## config.mk

```make
export PLATFORM = sky130hd
export DESIGN_NAME = esb_error_bank
export DESIGN_NICKNAME = d
export VERILOG_FILES = /design/src/esb_pkg.sv /design/src/esb_sticky_reg.sv /design/src/esb_throttle_bins.sv /design/src/esb_error_bank.sv
export SDC_FILE = /design/constraint.sdc
export NUM_CORES = 1
export LEC_CHECK = 0
export BUFFER_PORTS_ARGS = -buffer_cell sky130_fd_sc_hd__clkbuf_2
export CORE_MARGIN = 2
export CORE_UTILIZATION = 49
export DETAILED_ROUTE_END_ITERATION = 8
export PLACE_DENSITY = 0.82
export SETUP_SLACK_MARGIN = 0.05
export SYNTH_ARGS = -nofsm -noshare
export SYNTH_HDL_FRONTEND = slang
export SYNTH_SLANG_ARGS = --single-unit
```

## constraint.sdc

```tcl
create_clock -name clk_i -period 1.88 [get_ports clk_i]
set_clock_uncertainty 0.1 [all_clocks]
set_input_delay 0 -clock clk_i [delete_from_list [all_inputs] [get_ports clk_i]]
set_output_delay 0 -clock clk_i [all_outputs]
set_load 0.02 [all_outputs]
```

## src/esb_pkg.sv

```systemverilog
// package of constants for the sticky error-status bank
// Operation
// - any throttling above zero sets bit 0
// - throttle percentage sets one of five bins
// - full hundred percent throttle sets bit 6
// - throttle above user limit sets bit 7
// - only user-limit throttle bit, pins and fans feed management summary
// - low general pin sets its error bit
// - fan count above limit sets bit
// - any host bit raises host summary
// - throttle bins never raise host summary
// - error bits stay set until cleared
// - clear ignored while condition still present
// - events suppressed in their listed sleep states
// - optional masking follows sleep mask bits
// - zones 1 and 2 optionally masked S3, S4/5
// - zones 3 and 4 never sleep masked
// - regulator-hot inputs set bits 4 and 5
// - voltage inputs outside limits set bits
// - all status registers reset to zero
package esb_pkg;
   // ************************************************
   // register offsets
   // ************************************************
   localparam logic [7:0] ESB_OFF_PROC2_THR  = 8'h45;
   localparam logic [7:0] ESB_OFF_INPUT_PIN  = 8'h46;
   localparam logic [7:0] ESB_OFF_FAN        = 8'h47;
   localparam logic [7:0] ESB_OFF_HOST_ZONE  = 8'h48;
   localparam logic [7:0] ESB_OFF_HOST_VOLT  = 8'h49;
   // ************************************************
   // reset values and implemented bits
   // ************************************************
   localparam logic [7:0] ESB_RESET_VALUE    = 8'h00;
   localparam logic [7:0] ESB_FAN_IMPL_MASK  = 8'h0F;
   localparam logic [7:0] ESB_ZONE_IMPL_MASK = 8'h3F;
   localparam logic [7:0] ESB_ALL_IMPL_MASK  = 8'hFF;
   // hot inputs idle low, general pins idle high
   localparam logic [9:0] ESB_PIN_IDLE       = 10'h0FF;
   // ************************************************
   // throttle bit positions and bin thresholds (x/256)
   // ************************************************
   localparam int ESB_BIT_THR_ANY        = 0;
   localparam int ESB_BIT_THR_FULL       = 6;
   localparam int ESB_BIT_THR_USER       = 7;
   localparam logic [8:0] ESB_THR_12P5   = 9'h020;
   localparam logic [8:0] ESB_THR_25     = 9'h040;
   localparam logic [8:0] ESB_THR_50     = 9'h080;
   localparam logic [8:0] ESB_THR_75     = 9'h0C0;
   localparam logic [8:0] ESB_THR_100    = 9'h100;
   // ************************************************
   // sleep states
   // ************************************************
   typedef enum logic [1:0] {
      ESB_S0  = 2'h0,
      ESB_S1  = 2'h1,
      ESB_S3  = 2'h3,
      ESB_S45 = 2'h2
   } esb_sleep_t;
endpackage

```

## src/esb_sticky_reg.sv

```systemverilog
// one 8-bit write-one-to-clear sticky status register
`timescale 1ns/1ps
module esb_sticky_reg #(
   parameter logic [7:0] IMPL_MASK = 8'hFF
) (
   // clock and reset
   input  wire logic       clk_i,
   input  wire logic       rst_i,
   // events and clear
   input  wire logic [7:0] set_i,
   input  wire logic [7:0] clr_i,
   // state
   output logic      [7:0] value_o
);
   import esb_pkg::*;
   logic [7:0] value;
   logic [7:0] next_value;

   // live condition blocks clear; set wins over clear
   assign next_value = ((value & ~clr_i) | set_i) & IMPL_MASK;

   always_ff @(posedge clk_i) begin
      if (rst_i) begin
         value <= ESB_RESET_VALUE;
      end else begin
         value <= next_value;
      end
   end

   assign value_o = value;
endmodule

```

## src/esb_throttle_bins.sv

```systemverilog
// turns a throttle percentage into its bin event bits
`timescale 1ns/1ps
module esb_throttle_bins (
   // measurement
   input  wire logic       active_i,
   input  wire logic [8:0] percent_i,
   input  wire logic [8:0] limit_i,
   // events
   output logic      [7:0] event_o
);
   import esb_pkg::*;
   wire p_lt_12 = percent_i <  ESB_THR_12P5;
   wire p_lt_25 = percent_i <  ESB_THR_25;
   wire p_lt_50 = percent_i <  ESB_THR_50;
   wire p_lt_75 = percent_i <  ESB_THR_75;
   wire p_full  = percent_i >= ESB_THR_100;

   // bins only meaningful while a measurement is valid
   assign event_o[ESB_BIT_THR_ANY] = active_i && (percent_i != 9'h000);
   assign event_o[1] = active_i && p_lt_12;
   assign event_o[2] = active_i && !p_lt_12 && p_lt_25;
   assign event_o[3] = active_i && !p_lt_25 && p_lt_50;
   assign event_o[4] = active_i && !p_lt_50 && p_lt_75;
   assign event_o[5] = active_i && !p_lt_75 && !p_full;
   assign event_o[ESB_BIT_THR_FULL] = active_i && p_full;
   assign event_o[ESB_BIT_THR_USER] = active_i && (percent_i > limit_i);
endmodule

```

## src/esb_error_bank.sv

```systemverilog
// sticky error-status bank with sleep masking and summary flags
`timescale 1ns/1ps
module esb_error_bank (
   // clock and reset
   input  wire logic              clk_i,
   input  wire logic              rst_i,
   // register access port
   input  wire logic [7:0]        reg_addr_i,
   input  wire logic              reg_wr_i,
   input  wire logic [7:0]        reg_wdata_i,
   output logic      [7:0]        reg_rdata_o,
   // sleep state and optional masks
   input  wire logic [1:0]        sleep_state_i,
   input  wire logic [7:0]        input_pin_mask_i,
   input  wire logic [7:0]        pin_mask_s1_i,
   input  wire logic [7:0]        pin_mask_s3_i,
   input  wire logic [7:0]        pin_mask_s45_i,
   input  wire logic [3:0]        fan_mask_s1_i,
   input  wire logic [3:0]        fan_mask_s3_i,
   input  wire logic [1:0]        zone_mask_s3_i,
   input  wire logic [1:0]        zone_mask_s45_i,
   // throttle measurement
   input  wire logic              proc2_throttle_valid_i,
   input  wire logic [8:0]        proc2_throttle_pct_i,
   input  wire logic [8:0]        proc2_throttle_limit_i,
   // pins (asynchronous)
   input  wire logic [7:0]        general_pin_n_i,
   input  wire logic              regulator_hot1_in_i,
   input  wire logic              regulator_hot2_in_i,
   // comparator results from the same clock
   input  wire logic [3:0]        fan_over_limit_i,
   input  wire logic [3:0]        zone_out_of_limit_i,
   input  wire logic [7:0]        analog_out_of_limit_i,
   // summary flags
   output logic                   mgmt_summary_error_o,
   output logic                   host_summary_error_o
);
   import esb_pkg::*;

   // ************************************************
   // pin synchronisers
   // ************************************************
   logic [9:0] pin_meta;
   logic [9:0] pin_sync;
   always_ff @(posedge clk_i) begin
      if (rst_i) begin
         pin_meta <= ESB_PIN_IDLE;
         pin_sync <= ESB_PIN_IDLE;
      end else begin
         pin_meta <= {regulator_hot2_in_i, regulator_hot1_in_i,
                      general_pin_n_i};
         pin_sync <= pin_meta;
      end
   end
   // reset loads the quiet pin levels so no false event follows reset
   wire [7:0] pin_low = ~pin_sync[7:0];
   wire [1:0] reg_hot = pin_sync[9:8];

   // ************************************************
   // sleep decode
   // ************************************************
   wire in_s3  = sleep_state_i == ESB_S3;
   wire in_s45 = sleep_state_i == ESB_S45;

   // one optional mask per sleep state; S0 never masks
   function automatic logic [7:0] sleep_pick(input logic [1:0] state,
                                             input logic [7:0] opt_s1,
                                             input logic [7:0] opt_s3,
                                             input logic [7:0] opt_s45);
      logic [7:0] pick;
      pick = 8'h00;
      if (state == ESB_S1) begin
         pick = opt_s1;
      end else if (state == ESB_S3) begin
         pick = opt_s3;
      end else if (state == ESB_S45) begin
         pick = opt_s45;
      end
      return pick;
   endfunction
   // fixed masking: S3 and S4/5
   wire deep   = in_s3 || in_s45;

   // ************************************************
   // event qualification
   // ************************************************
   wire [7:0] thr_raw;
   esb_throttle_bins u_bins (
      .active_i  (proc2_throttle_valid_i),
      .percent_i (proc2_throttle_pct_i),
      .limit_i   (proc2_throttle_limit_i),
      .event_o   (thr_raw)
   );
   wire [7:0] thr_ev = deep ? 8'h00 : thr_raw;

   wire [7:0] pin_sleep_mask =
      sleep_pick(sleep_state_i, pin_mask_s1_i, pin_mask_s3_i,
                 pin_mask_s45_i);
   wire [7:0] pin_ev = pin_low & ~input_pin_mask_i
                              & ~pin_sleep_mask;

   // fans are always masked in S4/5, optionally in S1 and S3
   wire [7:0] fan_pick =
      sleep_pick(sleep_state_i, {4'h0, fan_mask_s1_i},
                 {4'h0, fan_mask_s3_i}, 8'h0F);
   wire [3:0] fan_ev = fan_over_limit_i & ~fan_pick[3:0];

   wire [7:0] zone_pick =
      sleep_pick(sleep_state_i, 8'h00, {6'h00, zone_mask_s3_i},
                 {6'h00, zone_mask_s45_i});
   wire [1:0] zone12_ev = zone_out_of_limit_i[1:0] & ~zone_pick[1:0];
   wire [1:0] zone34_ev = zone_out_of_limit_i[3:2];
   wire [1:0] hot_ev    = deep ? 2'h0 : reg_hot;

   wire [7:0] volt_ev = deep ? 8'h00 : analog_out_of_limit_i;

   // ************************************************
   // write decode
   // ************************************************
   wire wr_thr  = reg_wr_i && (reg_addr_i == ESB_OFF_PROC2_THR);
   wire wr_pin  = reg_wr_i && (reg_addr_i == ESB_OFF_INPUT_PIN);
   wire wr_fan  = reg_wr_i && (reg_addr_i == ESB_OFF_FAN);
   wire wr_zone = reg_wr_i && (reg_addr_i == ESB_OFF_HOST_ZONE);
   wire wr_volt = reg_wr_i && (reg_addr_i == ESB_OFF_HOST_VOLT);

   // ************************************************
   // status registers
   // ************************************************
   logic [7:0] thr_q;
   logic [7:0] pin_q;
   logic [7:0] fan_q;
   logic [7:0] zone_q;
   logic [7:0] volt_q;

   esb_sticky_reg #(.IMPL_MASK(ESB_ALL_IMPL_MASK)) u_thr (
      .clk_i   (clk_i),
      .rst_i   (rst_i),
      .set_i   (thr_ev),
      .clr_i   ({8{wr_thr}} & reg_wdata_i),
      .value_o (thr_q)
   );
   esb_sticky_reg #(.IMPL_MASK(ESB_ALL_IMPL_MASK)) u_pin (
      .clk_i   (clk_i),
      .rst_i   (rst_i),
      .set_i   (pin_ev),
      .clr_i   ({8{wr_pin}} & reg_wdata_i),
      .value_o (pin_q)
   );
   esb_sticky_reg #(.IMPL_MASK(ESB_FAN_IMPL_MASK)) u_fan (
      .clk_i   (clk_i),
      .rst_i   (rst_i),
      .set_i   ({4'h0, fan_ev}),
      .clr_i   ({8{wr_fan}} & reg_wdata_i),
      .value_o (fan_q)
   );
   esb_sticky_reg #(.IMPL_MASK(ESB_ZONE_IMPL_MASK)) u_zone (
      .clk_i   (clk_i),
      .rst_i   (rst_i),
      .set_i   ({2'h0, hot_ev, zone34_ev, zone12_ev}),
      .clr_i   ({8{wr_zone}} & reg_wdata_i),
      .value_o (zone_q)
   );
   esb_sticky_reg #(.IMPL_MASK(ESB_ALL_IMPL_MASK)) u_volt (
      .clk_i   (clk_i),
      .rst_i   (rst_i),
      .set_i   (volt_ev),
      .clr_i   ({8{wr_volt}} & reg_wdata_i),
      .value_o (volt_q)
   );

   // ************************************************
   // read mux and summary flags
   // ************************************************
   wire [7:0] rd_sel =
      (reg_addr_i == ESB_OFF_PROC2_THR) ? thr_q  :
      (reg_addr_i == ESB_OFF_INPUT_PIN) ? pin_q  :
      (reg_addr_i == ESB_OFF_FAN)       ? fan_q  :
      (reg_addr_i == ESB_OFF_HOST_ZONE) ? zone_q :
      (reg_addr_i == ESB_OFF_HOST_VOLT) ? volt_q : 8'h00;

   // registered flags so outputs come from flip-flops
   logic       mgmt_flag;
   logic       host_flag;
   logic [7:0] rdata;
   always_ff @(posedge clk_i) begin
      if (rst_i) begin
         mgmt_flag <= 1'b0;
         host_flag <= 1'b0;
         rdata     <= 8'h00;
      end else begin
         // bins excluded; user-limit bit, pins and fans count
         mgmt_flag <= thr_q[ESB_BIT_THR_USER] | (|pin_q)
                    | (|fan_q);
         host_flag <= (|zone_q) | (|volt_q);
         rdata     <= rd_sel;
      end
   end
   assign mgmt_summary_error_o = mgmt_flag;
   assign host_summary_error_o = host_flag;
   assign reg_rdata_o          = rdata;
endmodule

```

==> results of run 1 <==
## cell families after synthesis
group	after synthesis
fa+ha+maj	9
compound gates	133
simple gates	109
flops	64
buf+inv	40
mux	14
## metal layers
metal  vias up  track usage, %  wire length, um
met5         -               0                0
met4         0            15.2              369
met3        36            7.06              942
met2       252            47.9             4870
met1      1629            35.8             4040
li1       1695               -                -
## critical path: cells and delay by family
family	cells	cell delay (ns)
fa+ha+maj	1	0.33
compound gates	3	0.63
simple gates	1	0.24
buf+inv	2	0.73
## per-stage QoR
step	total power, W	util [%]	std cells	area, um^2
after floorplan	0.00169	-	369	3060
after global placement	0.00187	62.5	553	3740
after detailed placement	0.00189	62.5	553	3740
after CTS	0.00329	76.2	629	4570
after global routing	0.00342	76.3	629	4570
final	0.00331	76.4	630	4580
## flip-flops by register name (all words and copies together) (netlist names)
signal and flops:
u_fan.value_o 4, u_volt.value_o 8, reg_rdata_o 8, pin_sync 10, u_thr.value_o 8, pin_meta 10
u_pin.value_o 8, u_zone.value_o 6, mgmt_summary_error_o 1, host_summary_error_o 1
## cell usage after synthesis (all sizes together) (4+ instances only)
master and instances:
nor4 6, or3 8, mux2i 14, nand2b 4
a211oi 4, or2 16, clkbuf 12, inv 21
buf 7, dfxtp 64, o21ai 45, nor2b 10
nand2 21, o2bb2ai 4, nand4 6, ha 9
nor2 13, o221a 4, nand3 6, a21oi 67
## path summary, 6_finish.rpt
| check | start | endpoint | slack [ns] | cells after the start |
|---|---|---|---|---|
| worst max-delay path | proc2_throttle_pct_i[8] | u_thr.value_o[7] | 0.11 | 7 |
| worst min register to register | pin_meta[5] | pin_sync[5] | 0.31 | 1 |
| worst min-delay path | reg_wdata_i[3] | u_pin.value_o[3] | 0.02 | 4 |
| worst max register to register | u_volt.value_o[7] | u_volt.value_o[7] | 0.55 | 3 |
## layout make-up
type | count | share of cell area, %
clock inverters | 5 | 1.75
repair buffers | 188 | 27.6
inverters | 21 | 1.72
well taps | 75 | 2.05
multi-input cells | 265 | 35.7
clock buffers | 11 | 3.09
diodes | 1 | 0.0547
flip-flops and latches | 64 | 28.0
## where the power goes
| part | total, W | switching (W) | internal, W |
|---|---|---|---|
| Combinational | 0.000520 | 0.000244 | 0.000276 |
| Sequential | 0.00146 | 0.0000401 | 0.00142 |
| Clock | 0.00133 | 0.000547 | 0.000781 |
| Total | 0.00331 | 0.000832 | 0.00247 |
## what timing repair did
action | 4_1_cts | 5_1_grt
endpoints found under the hold margin | 44 | 0
hold buffers | 60 | 0
setup endpoints to repair | 0 | 3
gates resized for setup | 0 | 4
setup buffers | 0 | 1
==> out/results.txt, run 1 <==
Clock-pin slew on the worst setup and hold paths -> 0.07 ns
Seq. cell area -> 0.00128 mm^2
GR Util All Layers -> 29.3%
GP Congestion -> 0.901
Number of buffers created by CTS -> 9
Rows -> 28
Ys Warns -> 0
Layout cells sized above 1 -> 30.7%
Required time worst endpoint -> 2.05 ns
Worst-skew pair later-pin latency -> 0.34 ns
Commonest non-fill, non-tap cell in the layout -> clkbuf_2
Nets -> 668
Vias per inst -> 5.73
Largest family of logic cells by synthesized area -> compound AO/OA/AOI/OAI gates
HP Class -> input port to flip-flop
Routed vias -> 3,612
Die area -> 0.00690 mm^2
WS Path Type -> input port to flip-flop
DIE HEIGHT -> 83.1 um
Final worst-path cycle share -> 93.9%
DRC -> 0
Die W -> 83.1 um
Routed len/inst -> 16.2 um
First-pass GRT wire length -> 16,300 um
Most common cell on crit path -> o21ai_0
Initial antenna violation count -> 0
Setup TNS -> 0 ns
Compound-Gate Fraction of Synth Area -> 24.4%
Grt total ovfl -> 0
Worst Path Arrival -> 1.93 ns
Post-synth top area share -> 41.8%
Most frequent cells in the layout -> clkbuf_2, a21oi_1, dfxtp_1
Adder-Cell Fraction of Synth Area -> 3.68%
Crit path max fanout -> 6
Maximum VDD drop -> 459 uV
Dpl hpwl -> 6700 um
Worst path max stage delay -> 0.56 ns
Max_cap viols -> 0
Startpoint Class -> input port
Synth cell types -> 41
Area delta synth->final -> 49.4%
Synthesized instance count -> 369
Min setup slack post-route -> 0.115 ns
Detailed router's first-iteration violation count -> 383
Critical path's slowest cell -> dlygate4sd3_1
Largest net degree at the start of global routing -> 26
Pre-antenna DRT Iters -> 5
Multi-input gate area -> 0.00163 mm^2
Final ANT Viol Nets -> 0
Slew Limit Fails -> 0
Min Clock Period, post-route -> 1.77 ns
Final hold viol count -> 0
Hold WS -> 0.0173 ns
Pleak -> 2.03 nW
Num ports -> 120
Synth Flop Type -> dfxtp_1
Mapped Area -> 0.00306 mm^2
# fillers -> 419
CTS root buf -> clkbuf_8
Vias in the first global route -> 3,578
Max Fclk -> 566 MHz
Setup crit end kind -> flip-flop
Clock tree from TritonCTS -> done
Synth async-reset ratio -> 0%
Crit-path cells -> dlygate4sd3_1, buf_4, ha_1, and4_1, a311oi_1, o21ai_0, o21ai_0
XOR/XNOR Fraction of Synth Area -> 0%
Syn nets -> 488
Initial Util -> 51.1%
Power per cell area -> 723 mW/mm^2
Part of the Yosys area used for sequential elements -> 41.8%
Pre-CTS setup slack -> -0.0211 ns
Clock buffer depth -> 2
Port Buffer Count -> 119
#FFs+latches synth -> 64
Worst-Margin Slew -> 0.589 ns
Post-synth EDFFs -> 0
Syn_area_per_cell -> 8.30 um^2
Clock sinks -> 64
Area contributors post-synth -> dfxtp_1, a21oi_1, o21ai_0
Drt total wl -> 10,200 um
Htree depth -> 3
Status -> finished clean
Synth area leader -> dfxtp_1
RSZ-0062 raised after global routing -> yes
Slew headroom -> 60.2%
Setup Viol. Count Final -> 0
Mux contribution to synthesized area -> 4.58%
Core footprint -> 0.00599 mm^2
Post-Synth Simple-Gate Area -> 20.5%
Power figures use the tool's default switching activity.
==> run 2: changes to the inputs <==
--- a/config.mk
+++ b/config.mk
@@ -7,9 +7,9 @@
 export LEC_CHECK = 0
 export BUFFER_PORTS_ARGS = -buffer_cell sky130_fd_sc_hd__clkbuf_2
 export CORE_MARGIN = 2
-export CORE_UTILIZATION = 49
+export CORE_UTILIZATION = 52
 export DETAILED_ROUTE_END_ITERATION = 8
-export PLACE_DENSITY = 0.82
+export PLACE_DENSITY = 0.87
 export SETUP_SLACK_MARGIN = 0.05
 export SYNTH_ARGS = -nofsm -noshare
 export SYNTH_HDL_FRONTEND = slang
==> constraint.sdc (replaced) <==
create_clock -name clk_i -period 2.21 [get_ports clk_i]
set_clock_uncertainty 0.1 [all_clocks]
set_input_delay 0 -clock clk_i [delete_from_list [all_inputs] [get_ports clk_i]]
set_output_delay 0 -clock clk_i [all_outputs]
set_load 0.02 [all_outputs]
==> run 2 against run 1 <==
Net effect:
- combinational power fell by 16%
- flip-flop and latch count stayed put
- highest routed layer unchanged
- first-iteration DRC count grew 27%
- register-to-register slack improved by 0.09 ns
- setup slack worse by 0.032 ns
- largest power group unchanged
- non-clock buffer count decreased by 5
- final area down 1.4%
==> out/results.txt, run 2 (same netlist as run 1, synthesis figures left out) <==
Clock sinks -> 64
Worst-Margin Slew -> 0.659 ns
Biggest regs -> pin_meta (10), pin_sync (10)
Die W -> 80.8 um
Setup crit end -> u_thr.value_o[7]
Layout cells sized above 1 -> 30.8%
HP Class -> input port to flip-flop
Initial Util -> 54.6%
Setup Viol. Count Final -> 0
Die area -> 0.00652 mm^2
Commonest non-fill, non-tap cell in the layout -> clkbuf_2
Pleak -> 2.02 nW
Area delta synth->final -> 47.3%
GR Util All Layers -> 31.9%
# fillers -> 369
Min setup slack post-route -> 0.0823 ns
Switching power -> 0.000693 W
Status -> finished clean
Dpl hpwl -> 6480 um
Slew Limit Fails -> 0
Internal Pwr Total -> 0.00201 W
Power per cell area -> 599 mW/mm^2
RR Endpoint -> u_pin.value_o[6]
Nets -> 663
Power Total -> 0.00270 W
Required time worst endpoint -> 2.28 ns
Min Clock Period, post-route -> 2.13 ns
Startpoint Class -> input port
Pre-CTS setup slack -> 0.319 ns
GP Congestion -> 0.953
Htree depth -> 3
Max Fclk -> 470 MHz
Grt total ovfl -> 0
Clock buffer depth -> 2
Maximum VDD drop -> 372 uV
DIE HEIGHT -> 80.8 um
Max_cap viols -> 0
Crit path from -> proc2_throttle_pct_i[4]
Reg-to-Reg Start -> pin_sync[6]
Crit path max fanout -> 2
Num ports -> 120
Worst-skew pair later-pin latency -> 0.34 ns
Clock tree from TritonCTS -> done
Final Non-Filler Cells -> 621
Final hold viol count -> 0
Rows -> 27
Drt total wl -> 10,100 um
CTS root buf -> clkbuf_8
Pre-antenna DRT Iters -> 5
Hold WS -> 0.0149 ns
Seq. cell area -> 0.00128 mm^2
Worst Reg-to-Reg Cells -> 3
Power share of the combinational group -> 16.1%
Detailed router's first-iteration violation count -> 485
Clock power share -> 38.1%
Routed len/inst -> 16.2 um
First-pass GRT wire length -> 16,000 um
Routed vias -> 3,578
Worst Path Arrival -> 2.20 ns
Vias per inst -> 5.76
RSZ-0062 raised after global routing -> no
Vias in the first global route -> 3,489
DRC -> 0
Initial antenna violation count -> 0
Final worst-path cycle share -> 96.3%
Core footprint -> 0.00561 mm^2
WS Path Type -> input port to flip-flop
Number of buffers created by CTS -> 9
Post-placement cell count -> 546
Final ANT Viol Nets -> 0
Slew headroom -> 56.1%
Multi-input gate area -> 0.00164 mm^2
Ant. Diodes -> 0
Port Buffer Count -> 119
Net Sw Frac -> 25.6%
Setup crit end kind -> flip-flop
Worst R2R Setup Slack -> 0.64 ns
Largest net degree at the start of global routing -> 37
Setup TNS -> 0 ns
Clock-pin slew on the worst setup and hold paths -> 0.07 ns
Reg power frac -> 45.8%
Most frequent cells in the layout -> clkbuf_2, a21oi_1, dfxtp_1
[run 2: changes by cell type in the layout (fill, tap and decap cells not counted), sizes merged]
cell / before / now
buf: 11 / 7
dlygate4sd3: 59 / 57
bufinv: 2 / 1
clkbuf: 129 / 130
clkinv: 1 / 2
diode: 1 / 0
[run 2: final cells by class]
type | instances | share of cell area (%)
inverters | 21 | 1.75
flip-flops and latches | 64 | 28.4
well taps | 72 | 2.00
repair buffers | 183 | 27.0
multi-input cells | 265 | 36.3
clock buffers | 11 | 3.36
clock inverters | 5 | 1.22
[run 2: worst min path at each step]
stage,start,end,cells past startpoint
after floorplan,general_pin_n_i[0],pin_meta[0],1
after global placement,general_pin_n_i[5],pin_meta[5],2
after detailed placement,general_pin_n_i[4],pin_meta[4],2
after CTS,reg_wdata_i[5],u_pin.value_o[5],4
after global routing,proc2_throttle_valid_i,u_thr.value_o[5],4
final,reg_wdata_i[6],u_thr.value_o[6],4
[run 2: metrics by stage]
step	utilization [%]	instance area (um^2)
floorplan	-	3060
global placement	66.2	3710
detailed placement	66.2	3710
CTS	80.0	4490
global route	80.4	4510
finish	80.4	4510
[run 2: timing repair]
item / 4_1_cts / 5_1_grt
endpoints found under the hold margin: 43 / 0
hold buffers: 57 / 0
resized for setup: 0 / 3
setup buffers: 0 / 2
setup endpoints to repair: 0 / 7
[run 2: power groups by stage]
stage               combinational (W)  sequential [W]  clock, W
finish                       0.000436         0.00124   0.00103
global route                 0.000475         0.00124   0.00109
CTS                          0.000411         0.00124   0.00104
detailed placement           0.000335         0.00126         0
global placement             0.000328         0.00126         0
floorplan                    0.000179         0.00126         0
[run 2: per-layer routing]
layer / GRT usage (%) / share of wire, % / vias up
met5: 0 / 0 / -
met4: 13.1 / 2.9 / 0
met2: 53.5 / 46 / 260
met1: 40.8 / 41 / 1602
met3: 5.67 / 10 / 34
li1: - / - / 1682
[run 2: critical path, cell delays in order]
cell and delay, ns:
dlygate4sd3_1 0.57, clkbuf_2 0.14, ha_1 0.32, and4_1 0.23, nor2b_1 0.14, a2111oi_1 0.56, o21ai_0 0.25
